**src/logic/nbh_defines.vh**
```
// shared constants for the nand bus host controller
`ifndef NBH_DEFINES_VH
`define NBH_DEFINES_VH
`define NBH_CLK_PERIOD_PS      5000
`define NBH_T_WC_NS            25
`define NBH_T_RC_NS            30
`define NBH_T_WW_NS            100
`define NBH_T_RST_US           1000
`define NBH_T_PWR_US           100
`define NBH_CYC_WC             ((`NBH_T_WC_NS * 1000 + `NBH_CLK_PERIOD_PS - 1) / `NBH_CLK_PERIOD_PS)
`define NBH_CYC_RC             ((`NBH_T_RC_NS * 1000 + `NBH_CLK_PERIOD_PS - 1) / `NBH_CLK_PERIOD_PS)
`define NBH_CYC_WW             ((`NBH_T_WW_NS * 1000 + `NBH_CLK_PERIOD_PS - 1) / `NBH_CLK_PERIOD_PS)
`define NBH_CYC_RST            ((`NBH_T_RST_US * 1000000) / `NBH_CLK_PERIOD_PS)
`define NBH_CYC_PWR            ((`NBH_T_PWR_US * 1000000) / `NBH_CLK_PERIOD_PS)
`define NBH_CMD_RESET          8'hFF
`define NBH_CMD_READ_MODE      8'h00
`define NBH_CMD_STATUS         8'h70
`define NBH_CMD_STATUS_ENH     8'h78
`define NBH_OP_CMD             2'h0
`define NBH_OP_ADDR            2'h1
`define NBH_OP_WDATA           2'h2
`define NBH_OP_RDATA           2'h3
`define NBH_CA_HI_X8           11
`define NBH_CA_HI_X16          10
`define NBH_PLANE_BIT          6
`endif

```
**src/logic/nbh_sync.v**
```verilog
// three-stage input synchroniser with agreement filter
`timescale 1ns/1ps
`default_nettype none
module nbh_sync (
  input  wire sys_clk,
  input  wire rst_n,
  input  wire din,
  output reg  dout
);
  reg s1_reg;
  reg s2_reg;
  reg s3_reg;
  always @(posedge sys_clk or negedge rst_n) begin
    if (!rst_n) begin
      s1_reg <= 1'b0;
      s2_reg <= 1'b0;
      s3_reg <= 1'b0;
      dout   <= 1'b0;
    end else begin
      s1_reg <= din;
      s2_reg <= s1_reg;
      s3_reg <= s2_reg;
      // a change counts only once stages two and three agree
      if (s2_reg == s3_reg) begin
        dout <= s3_reg;
      end
    end
  end
endmodule // nbh_sync
`default_nettype wire

```
**src/logic/nbh_fifo.v**
```verilog
// synchronous fifo with valid/ready on both sides
`timescale 1ns/1ps
`default_nettype none
module nbh_fifo #(
  parameter WIDTH = 16,
  parameter DEPTH = 16,
  parameter AW    = 4
) (
  input  wire             sys_clk,
  input  wire             rst_n,
  input  wire [WIDTH-1:0] in_data,
  input  wire             in_valid,
  output wire             in_ready,
  output wire [WIDTH-1:0] out_data,
  output wire             out_valid,
  input  wire             out_ready
);
  reg [WIDTH-1:0] mem [0:DEPTH-1];
  reg [AW:0]      wp_reg;
  reg [AW:0]      rp_reg;
  wire            full  = (wp_reg[AW] != rp_reg[AW]) && (wp_reg[AW-1:0] == rp_reg[AW-1:0]);
  wire            empty = (wp_reg == rp_reg);
  assign in_ready  = !full;
  assign out_valid = !empty;
  assign out_data  = mem[rp_reg[AW-1:0]];
  always @(posedge sys_clk) begin
    if (in_valid && !full) begin
      mem[wp_reg[AW-1:0]] <= in_data;
    end
  end
  always @(posedge sys_clk or negedge rst_n) begin
    if (!rst_n) begin
      wp_reg <= {(AW+1){1'b0}};
      rp_reg <= {(AW+1){1'b0}};
    end else begin
      if (in_valid && !full) begin
        wp_reg <= wp_reg + 1'b1;
      end
      if (out_ready && !empty) begin
        rp_reg <= rp_reg + 1'b1;
      end
    end
  end
endmodule // nbh_fifo
`default_nettype wire

```
**src/logic/nbh_host.v**
```verilog
// host controller that drives an asynchronous nand flash target
//
// Contract
// - command byte on low lane, cle high ale low, latched at we rising
// - address byte on low lane, ale high cle low, latched at we rising
// - write data with cle and ale low, latched at we rising
// - sample read data at re rise since read cycle is 30ns or longer
// - after enhanced status the host issues 00h before array data; the code only tracks 78h/00h in enh_reg and sends no 00h itself
// - x16 upper lane is zero during command cycles
// - commands and addresses only on low lane; upper lane data only
// - x8 five-cycle address layout; ca11 set forces ca10..6 zero
// - x16 address layout; ca10 set forces ca9..5 zero
// - host drives all out-of-space address bits to zero
// - write protect changes only when ready and idle, then wait tww
// - write protect held low from power-on until supply is stable
// - reset ffh first after power-on, target busy for 1ms
`timescale 1ns/1ps
`default_nettype none
`include "nbh_defines.vh"
module nbh_host #(
  parameter X16      = 0,
  parameter CYC_RST  = `NBH_CYC_RST,
  parameter CYC_PWR  = `NBH_CYC_PWR,
  parameter FIFO_DEP = 16
) (
  input  wire        sys_clk,
  input  wire        rstn,
  input  wire        req_valid,
  output wire        req_ready,
  input  wire [1:0]  req_op,
  input  wire [7:0]  req_byte,
  input  wire        req_last,
  input  wire [15:0] wr_data,
  input  wire        wr_valid,
  output wire        wr_ready,
  output wire [15:0] rd_data,
  output wire        rd_valid,
  input  wire        rd_ready,
  input  wire [11:0] addr_col,
  input  wire [16:0] addr_blk,
  input  wire [5:0]  addr_page,
  input  wire        addr_go,
  input  wire        wp_allow,
  output reg         init_done,
  output reg         target_ready,
  output reg         plane_sel,
  output reg         nand_ce_n,
  output reg         nand_cle,
  output reg         nand_ale,
  output reg         nand_we_n,
  output reg         nand_re_n,
  output reg         nand_wp_n,
  output reg  [15:0] nand_io_out,
  output reg         nand_io_oe_n,
  input  wire [15:0] nand_io_in,
  input  wire        nand_rb_n
);
  localparam S_PWR   = 4'h0;
  localparam S_RSTC  = 4'h1;
  localparam S_RSTW  = 4'h2;
  localparam S_IDLE  = 4'h3;
  localparam S_WLOW  = 4'h4;
  localparam S_WHIGH = 4'h5;
  localparam S_RLOW  = 4'h6;
  localparam S_RHIGH = 4'h7;
  localparam S_WPW   = 4'h8;
  localparam S_ADDR  = 4'h9;
  localparam HALF_WC = (`NBH_CYC_WC + 1) / 2;
  localparam HALF_RC = (`NBH_CYC_RC + 1) / 2;

  reg  rst_s1_reg;
  reg  rst_n_reg;
  always @(posedge sys_clk or negedge rstn) begin
    if (!rstn) begin
      rst_s1_reg <= 1'b0;
      rst_n_reg  <= 1'b0;
    end else begin
      rst_s1_reg <= 1'b1;
      rst_n_reg  <= rst_s1_reg;
    end
  end

  wire rb_sync;
  nbh_sync u_rb (
    .sys_clk (sys_clk),
    .rst_n   (rst_n_reg),
    .din     (nand_rb_n),
    .dout    (rb_sync)
  );
  // io lines are only sampled while re is held, so one sync stage set suffices per bit
  wire [15:0] io_sync;
  genvar gi;
  generate
    for (gi = 0; gi < 16; gi = gi + 1) begin : g_io
      nbh_sync u_io (
        .sys_clk (sys_clk),
        .rst_n   (rst_n_reg),
        .din     (nand_io_in[gi]),
        .dout    (io_sync[gi])
      );
    end
  endgenerate

  wire        fifo_in_ready;
  reg  [15:0] fifo_in_data_reg;
  reg         fifo_in_valid_reg;
  nbh_fifo #(.WIDTH(16), .DEPTH(FIFO_DEP), .AW(4)) u_fifo (
    .sys_clk   (sys_clk),
    .rst_n     (rst_n_reg),
    .in_data   (fifo_in_data_reg),
    .in_valid  (fifo_in_valid_reg),
    .in_ready  (fifo_in_ready),
    .out_data  (rd_data),
    .out_valid (rd_valid),
    .out_ready (rd_ready)
  );

  reg [3:0]  state_reg;
  reg [31:0] cnt_reg;
  reg [1:0]  op_reg;
  reg        last_reg;
  reg [2:0]  acyc_reg;
  reg [39:0] abuf_reg;
  reg        enh_reg;
  reg        wp_pending_reg;

  // mask column bits per width so unused bits go out as zero
  reg [11:0] col_clean;
  always @* begin
    col_clean = addr_col;
    if (X16 != 0) begin
      col_clean[11] = 1'b0;
      if (addr_col[`NBH_CA_HI_X16]) begin
        col_clean[9:5] = 5'h00;
      end
    end else if (addr_col[`NBH_CA_HI_X8]) begin
      col_clean[10:6] = 5'h00;
    end
  end
  wire [39:0] addr_pack = {7'h00, addr_blk[16], addr_blk[15:8], addr_blk[7:6], addr_page,
                           4'h0, col_clean[11:8], col_clean[7:0]};

  wire idle_ok = (state_reg == S_IDLE);
  // a protect change waits for ce high, so requests inside a sequence keep flowing instead of deadlocking
  assign req_ready = idle_ok && !(wp_pending_reg && nand_ce_n) &&
                     (req_op != `NBH_OP_RDATA || fifo_in_ready) &&
                     (req_op != `NBH_OP_WDATA || wr_valid);
  assign wr_ready  = req_ready && req_valid && req_op == `NBH_OP_WDATA;

  always @(posedge sys_clk or negedge rst_n_reg) begin
    if (!rst_n_reg) begin
      state_reg         <= S_PWR;
      cnt_reg           <= 32'h00000000;
      op_reg            <= 2'h0;
      last_reg          <= 1'b0;
      acyc_reg          <= 3'h0;
      abuf_reg          <= 40'h0000000000;
      enh_reg           <= 1'b0;
      wp_pending_reg    <= 1'b0;
      init_done         <= 1'b0;
      target_ready      <= 1'b0;
      plane_sel         <= 1'b0;
      nand_ce_n         <= 1'b1;
      nand_cle          <= 1'b0;
      nand_ale          <= 1'b0;
      nand_we_n         <= 1'b1;
      nand_re_n         <= 1'b1;
      nand_wp_n         <= 1'b0;
      nand_io_out       <= 16'h0000;
      nand_io_oe_n      <= 1'b1;
      fifo_in_data_reg  <= 16'h0000;
      fifo_in_valid_reg <= 1'b0;
    end else begin
      fifo_in_valid_reg <= 1'b0;
      target_ready      <= rb_sync;
      if (wp_allow != nand_wp_n && init_done) begin
        wp_pending_reg <= 1'b1;
      end
      case (state_reg)
        S_PWR: begin
          if (cnt_reg >= CYC_PWR - 1 && rb_sync) begin
            cnt_reg     <= 32'h00000000;
            state_reg   <= S_RSTC;
          end else if (cnt_reg < CYC_PWR - 1) begin
            cnt_reg <= cnt_reg + 32'h00000001;
          end
        end
        S_RSTC: begin
          nand_ce_n    <= 1'b0;
          nand_cle     <= 1'b1;
          nand_io_out  <= {8'h00, `NBH_CMD_RESET};
          nand_io_oe_n <= 1'b0;
          op_reg       <= `NBH_OP_CMD;
          last_reg     <= 1'b1;
          cnt_reg      <= 32'h00000000;
          nand_we_n    <= 1'b0;
          state_reg    <= S_WLOW;
        end
        S_RSTW: begin
          // reset busy time is waited out in full, and ready/busy must then also show ready
          if (cnt_reg >= CYC_RST - 1 && rb_sync) begin
            init_done <= 1'b1;
            state_reg <= S_IDLE;
          end else if (cnt_reg < CYC_RST - 1) begin
            cnt_reg <= cnt_reg + 32'h00000001;
          end
        end
        S_IDLE: begin
          nand_cle <= 1'b0;
          nand_ale <= 1'b0;
          if (wp_pending_reg && nand_ce_n) begin
            // only between sequences and with the target ready
            if (rb_sync) begin
              nand_wp_n      <= wp_allow;
              cnt_reg        <= 32'h00000000;
              state_reg      <= S_WPW;
            end
          end else if (req_valid && req_ready) begin
            op_reg   <= req_op;
            last_reg <= req_last;
            cnt_reg  <= 32'h00000000;
            nand_ce_n <= 1'b0;
            case (req_op)
              `NBH_OP_CMD: begin
                nand_cle     <= 1'b1;
                nand_io_out  <= {8'h00, req_byte};
                nand_io_oe_n <= 1'b0;
                nand_we_n    <= 1'b0;
                if (req_byte == `NBH_CMD_STATUS_ENH) begin
                  enh_reg <= 1'b1;
                end else if (req_byte == `NBH_CMD_READ_MODE) begin
                  enh_reg <= 1'b0;
                end
                state_reg    <= S_WLOW;
              end
              `NBH_OP_ADDR: begin
                nand_ale     <= 1'b1;
                nand_io_out  <= {8'h00, req_byte};
                nand_io_oe_n <= 1'b0;
                nand_we_n    <= 1'b0;
                state_reg    <= S_WLOW;
              end
              `NBH_OP_WDATA: begin
                nand_io_out  <= (X16 != 0) ? wr_data : {8'h00, wr_data[7:0]};
                nand_io_oe_n <= 1'b0;
                nand_we_n    <= 1'b0;
                state_reg    <= S_WLOW;
              end
              default: begin
                nand_io_oe_n <= 1'b1;
                nand_re_n    <= 1'b0;
                state_reg    <= S_RLOW;
              end
            endcase
          end else if (addr_go) begin
            // a level request: it waits while an accepted handshake is served first
            abuf_reg  <= addr_pack;
            plane_sel <= addr_blk[`NBH_PLANE_BIT];
            acyc_reg  <= 3'h0;
            state_reg <= S_ADDR;
          end
        end
        S_ADDR: begin
          nand_ce_n    <= 1'b0;
          nand_ale     <= 1'b1;
          nand_io_out  <= {8'h00, abuf_reg[7:0]};
          nand_io_oe_n <= 1'b0;
          nand_we_n    <= 1'b0;
          abuf_reg     <= {8'h00, abuf_reg[39:8]};
          op_reg       <= `NBH_OP_ADDR;
          last_reg     <= 1'b0;
          cnt_reg      <= 32'h00000000;
          acyc_reg     <= acyc_reg + 3'h1;
          state_reg    <= S_WLOW;
        end
        S_WLOW: begin
          if (cnt_reg >= HALF_WC - 1) begin
            nand_we_n <= 1'b1;
            cnt_reg   <= 32'h00000000;
            state_reg <= S_WHIGH;
          end else begin
            cnt_reg <= cnt_reg + 32'h00000001;
          end
        end
        S_WHIGH: begin
          if (cnt_reg >= HALF_WC - 1) begin
            nand_cle     <= 1'b0;
            nand_ale     <= 1'b0;
            nand_io_oe_n <= 1'b1;
            cnt_reg      <= 32'h00000000;
            if (!init_done) begin
              // ce high through the reset busy time frees the shared bus
              nand_ce_n <= 1'b1;
              state_reg <= S_RSTW;
            end else if (op_reg == `NBH_OP_ADDR && acyc_reg != 3'h0 && acyc_reg != 3'h5) begin
              state_reg <= S_ADDR;
            end else begin
              acyc_reg  <= 3'h0;
              // releasing ce frees the shared bus while the target works
              nand_ce_n <= last_reg;
              state_reg <= S_IDLE;
            end
          end else begin
            cnt_reg <= cnt_reg + 32'h00000001;
          end
        end
        S_RLOW: begin
          if (cnt_reg >= HALF_RC + 2) begin
            nand_re_n <= 1'b1;
            // data captured at re rise; period is at least 30ns
            fifo_in_data_reg  <= (X16 != 0) ? io_sync : {8'h00, io_sync[7:0]};
            fifo_in_valid_reg <= 1'b1;
            cnt_reg   <= 32'h00000000;
            state_reg <= S_RHIGH;
          end else begin
            cnt_reg <= cnt_reg + 32'h00000001;
          end
        end
        S_RHIGH: begin
          if (cnt_reg >= HALF_RC - 1) begin
            nand_ce_n <= last_reg;
            cnt_reg   <= 32'h00000000;
            state_reg <= S_IDLE;
          end else begin
            cnt_reg <= cnt_reg + 32'h00000001;
          end
        end
        S_WPW: begin
          if (cnt_reg >= `NBH_CYC_WW - 1) begin
            // a new change arriving in this cycle keeps the flag set
            wp_pending_reg <= (wp_allow != nand_wp_n);
            state_reg      <= S_IDLE;
          end else begin
            cnt_reg <= cnt_reg + 32'h00000001;
          end
        end
        default: begin
          state_reg <= S_IDLE;
        end
      endcase
    end
  end
endmodule // nbh_host
`default_nettype wire

```
**config.mk**
```make
export PLATFORM = sky130hd
export DESIGN_NAME = nbh_host
export DESIGN_NICKNAME = d
export VERILOG_FILES = /design/src/logic/nbh_sync.v /design/src/logic/nbh_fifo.v /design/src/logic/nbh_host.v
export VERILOG_INCLUDE_DIRS = /design/src /design/src/logic
export SDC_FILE = /design/constraint.sdc
export NUM_CORES = 1
export LEC_CHECK = 0
export BUFFER_PORTS_ARGS = -buffer_cell sky130_fd_sc_hd__buf_2
export CORE_MARGIN = 1.5
export CORE_UTILIZATION = 40
export DETAILED_ROUTE_END_ITERATION = 16
export GPL_TIMING_DRIVEN = 0
export PLACE_DENSITY_LB_ADDON = 0.12
export SLEW_MARGIN = 25
export SYNTH_ARGS = -nofsm -noshare
export SYNTH_HDL_FRONTEND = slang
export SYNTH_HIERARCHICAL = 1
export SYNTH_SLANG_ARGS = --single-unit
```
**constraint.sdc**
```tcl
create_clock -name sys_clk -period 10.5 [get_ports sys_clk]
set_input_delay 2.1 -clock sys_clk [delete_from_list [all_inputs] [get_ports sys_clk]]
set_output_delay 2.1 -clock sys_clk [all_outputs]
set_load 0.02 [all_outputs]
```
# Yosys cells after proc, flatten, opt, wreduce, memory -nomap -nowiden

Memories as Yosys holds them, arrays and structs flattened.
Index checks and enable logic that the tools add are counted.

Reductions and logical operators: 51
Bitwise logic cells: 2
Add/subtract/negate cells: 4
Order comparisons: 7
Equal/unequal tests: 52
Mux-type cells: 85

Operator list:

| cell                                                                 | number |
|---|---|
| two-way mux 32 bit                                                   | 10 |
| case mux 32 bit (7 select lines)                                     | 1 |
| two-way mux 40 bit                                                   | 3 |
| case mux 40 bit (2 select lines)                                     | 1 |
| two-way mux 4 bit                                                    | 13 |
| case mux 16 bit (3 select lines)                                     | 1 |
| != test 2 bit (second input constant)                                | 19 |
| case mux 4 bit (9 select lines)                                      | 1 |
| two-way mux 1 bit                                                    | 33 |
| adder 32 x 1 -> 32 bit (second input constant)                       | 1 |
| greater-or-equal comparator 32 x 15 -> 1 bit (second input constant) | 1 |
| greater-or-equal comparator 32 x 18 -> 1 bit (second input constant) | 1 |
| greater-or-equal comparator 32 x 2 -> 1 bit (second input constant)  | 1 |
| greater-or-equal comparator 32 x 3 -> 1 bit (second input constant)  | 1 |
| greater-or-equal comparator 32 x 5 -> 1 bit (second input constant)  | 1 |
| < comparator 32 x 15 -> 1 bit (second input constant)                | 1 |
| < comparator 32 x 18 -> 1 bit (second input constant)                | 1 |
| two-way mux 16 bit                                                   | 2 |
| case mux 16 bit (2 select lines)                                     | 1 |
| two-way mux 3 bit                                                    | 6 |
| nonzero test 3 bit                                                   | 6 |
| equality test 4 x 3 -> 1 bit (second input constant)                 | 4 |
| AND reduction 4 bit                                                  | 4 |
| case mux 1 bit (3 select lines)                                      | 5 |
| other kinds (39)                                                     | 83 |

Memories: 1
Word-level logic and storage cells: 262
Input bits: 86
Register bits after elaboration: 166
Memory bits (writable): 128

Memories:

| memory     | words | bits a word | rd ports | clocked after memory_dff | write ports | RTL line      | source |
|---|---|---|---|---|---|---|---|
| u_fifo.mem | 16    | 8           | 1        | 0                        | 1           | nbh_fifo.v:18 | `reg [WIDTH-1:0] mem [0:DEPTH-1];` |

# Longest topological paths before layout

Depth in word-level cells: 10
Depth in mapped cells: 13

# Hierarchy

Netlist, hierarchy kept.

Modules (own cells, without submodules):

| module   | area each (um^2) | instances | cells each |
|---|---|---|---|
| nbh_fifo | 10491.3          | 1         | 506 |
| nbh_host | 5564.1           | 1         | 622 |
| nbh_sync | 111.4            | 9         | 5 |

# Least setup slack after synthesis

OpenSTA, ideal clock, no wires.

Path type: input-to-output
Start: input req_op[0]
End: output wr_ready
Arrival time: 3.135 ns
Data required time: 8.400 ns
Cell stages on the path: 5
Path slack: 5.265 ns
Cell sequence: buf_4 > mux2i_1 > a21boi_1 > nand3_1 > nor2_1

Longest elaborated chain between the ends: 6

Ends and longest elaborated chain:

| item                            | RTL line       | source |
|---|---|---|
| from (decl)                     | nbh_host.v:30  | `input wire [1:0] req_op,` |
| != test 2 bit (no line)         | n/a            |  |
| logical OR 1 bit                | nbh_host.v:146 | `` (req_op != `NBH_OP_RDATA \|\| fifo_in_ready) && `` |
| logical AND 1 bit (2 in series) | nbh_host.v:145 | `assign req_ready = idle_ok && !(wp_pending_reg && nand_ce_n) &&` |
| logical AND 1 bit               | nbh_host.v:148 | `` assign wr_ready = req_ready && req_valid && req_op == `NBH_OP_WDATA; `` |
| logical AND 1 bit (no line) *   | n/a            |  |
| to (decl)                       | nbh_host.v:35  | `output wire wr_ready,` |

Every way passes the cells marked *; elsewhere a longest branch is shown, timed or not.

# Worst setup path in the final report

Same ends and word-level chain as after synthesis.

==> summary.txt <==
Route
  • Drt pass-1 iters: 5
  • DR WL met2: 18680 µm
  • Max layer used: met5
  • Drt wl/cell: 19.01 µm
  • Via count: 10420
  • Routed wl met3: 2030 µm
  • First-iteration detailed-routing DRC count: 693
  • Routed vias/inst: 5.088
  • Final wirelength: 38930 µm
  • Detail Route Antenna Nets: 0
  • Post-Route M1 WL: 17460 µm
  • Remaining DRCs: 0

Final layout
  • # diodes: 0
  • Filler Cell Count: 3747
  • Register Area: 0.01147 mm²
  • Area growth syn-to-layout: 19.87%
  • Fin nets: 1573
  • Multi-input combinational cell area: 0.005638 mm²
  • Share of cells above drive strength 1: 22.07%
  • Max reg flops: 256

Yosys
  • Mapped Cells: 1173
  • Top_reg_cell synth: edfxtp_1
  • EDFF count, synth: 256
  • Dominant cells by area after synthesis: edfxtp_1, dfrtp_1, mux4_2
  • Syn Area/Cell: 14.54 µm²
  • Cell variety after synth: 82
  • Yosys warning total: 6
  • Synthesized area: 0.01706 mm²
  • Count leader, synth: edfxtp_1
  • Top cell type's share of synthesized area: 45.07%
  • Synthesis-stage register bit count: 407
  • Cell taking the most area after synthesis: edfxtp_1
  • FFs w/ async S/R, synth: 37.10%
  • Synth top cells by count: edfxtp_1, dfrtp_1, nand2_1, nor2_1, mux2i_1
  • Post-synthesis sequential area ratio: 67.25%

Timing
  • Slew Viols, Final: 0
  • Final Hold Fails: 0
  • Hold slack: 0.3349 ns
  • Final Skew: 0.01110 ns
  • Fmax: 0.1817 GHz
  • Final Setup Violations: 0
  • Tcrit/Tclk final: 52.42%
  • Slew margin rel.: 36.06%
  • Crit path time final: 5.504 ns
  • Final setup TNS: 0 ns
  • RSZ-0062 raised after global routing: no
  • Tightest Pin Transition: 0.9573 ns

Critical path
  • Critical Path Start Type: primary input
  • CP Class: in2out
  • CP endpoint kind: output port
  • Crit path required time: 8.40 ns
  • Worst Path Max Fanout: 8
  • Worst EP arrival: 3.40 ns

GRT
  • Vias in the first global route: 10541
  • Largest net degree at the start of global routing: 45
  • Initial antenna violation count: 1
  • Total global routing overflow: 0
  • GRT Overall Usage: 18.24%
  • First-pass GRT wire length: 60750 µm

Power and ir drop
  • Cell leakage power: 7.990 nW
  • Power Density: 251.7 mW/mm²
  • Worst VDD drop: 162.6 µV

Floorplan
  • Die Wd: 209.5 µm
  • Row Count: 75
  • Die Area: 0.04389 mm²
  • Starting Density: 40.57%
  • Ports: 131
  • Die H: 209.5 µm
  • Core Region: 0.04204 mm²

Clock tree
  • CTS Buffer Depth: 3
  • Clock tree root driver cell: clkbuf_16
  • H-tree levels: 2
  • CTS tree: yes
  • Post-CTS sizing: 0
  • Clk slew on worst S/H paths: 0.06 ns
  • CTS Hold Bufs: 0
  • CTS buffer count: 45
  • Clock Latency Late Sink: 0.57 ns
  • CTS Sinks: 407
  • Post-CTS setup buffers: 0

Worst hold path
  • Worst min-delay path class: reg2async

Outcome
  • Status: complete, no violations

Flow run
  • Max Cap Viol: 0

Placement
  • PortBufs: 98
  • Hpwl dp: 27320 µm
  • Routability cong.: 0.8178
## power breakdown
group / switching, mW / total [mW] / internal, mW
Sequential: 0.132 / 2.03 / 1.89
Clock: 0.621 / 1.48 / 0.862
Combinational: 0.994 / 1.64 / 0.645
## layout make-up
type	count	area share, %
Sequential cell	407	56.12
Multi-Input combinational cell	804	27.57
Clock buffer	61	6.156
Timing Repair Buffer	120	3.720
Tap cell	539	3.298
Buffer	77	2.148
Clock inverter	20	0.6180
Inverter	20	0.3672
## placed cells by master (no fill, tap or decap), types with 16 or more instances in the layout
master     instances
a21oi_1           40
a22oi_1           16
a31oi_1           20
a32oi_1           16
buf_2            116
buf_4             25
clkbuf_1          43
clkbuf_16         47
conb_1           137
dfrtp_1          146
edfxtp_1         256
inv_1             19
mux2i_1           52
mux4_2            48
nand2_1          114
nand3_1           33
nor2_1            70
o21ai_0           26
## layer usage
| layer | global-route usage, % | up-vias |
|---|---|---|
| met2 | 29.66 | 243 |
| li1 | - | 4920 |
| met1 | 24.76 | 5197 |
| met3 | 4.010 | 58 |
| met4 | 5.135 | 2 |
| met5 | 0 | - |
## critical path: stages
cell and delay [ns]:
buf_4 0.15, mux2i_1 0.15, a21boi_1 0.38, nand3_1 0.30, nor2_1 0.15, buf_2 0.18
## cells by family (layout without fill, tap and decap cells)
group                      count (synthesis)  after routing  share of synthesized area (%)
DFF                                      407            407                          67.25
and+or+nand+nor                          312            312                          8.560
AOI/OAI and AO/OA                        208            208                          8.744
muxes                                    113            113                          10.25
buffers and inverters                     97            298                          3.015
adders and majority gates                 21             21                          1.474
xor gates and xnor gates                  13             13                         0.6675
other                                      2            137                        0.04403
## final timing paths
kind                                                     from                       endpoint  slack [ns]  depth (start not counted)
worst max-delay path                                req_op[0]                       wr_ready        5.00                          6
worst min-delay path                      rst_n_reg$_DFF_PN0_  g_io[5].u_io/s2_reg$_DFF_PN0_        0.33                          0
worst max register to register   u_fifo/rp_reg[2]$_DFFE_PN0P_     nand_io_out[4]$_DFFE_PN0P_        6.67                         12
worst min register to register            rst_n_reg$_DFF_PN0_  g_io[5].u_io/s2_reg$_DFF_PN0_        0.33                          0
max in group asynchronous                 rst_n_reg$_DFF_PN0_       abuf_reg[21]$_DFFE_PN0P_        9.03                          3
min in group sys_clk            g_io[5].u_io/s1_reg$_DFF_PN0_  g_io[5].u_io/s2_reg$_DFF_PN0_        0.34                          0
## stage by stage
step	power (mW)	worst slack [ns]	std cells	util, %	instance area [µm²]
floorplan	3.172	5.265	1308	-	17560
global placement	3.690	4.006	1945	44.55	18730
detailed placement	3.714	5.027	1967	45.34	19060
CTS	5.218	5.013	2048	48.64	20450
global route	5.426	4.803	2048	48.64	20450
finish	5.147	4.996	2048	48.64	20450
Note: power is estimated with default switching activity, not from simulation.
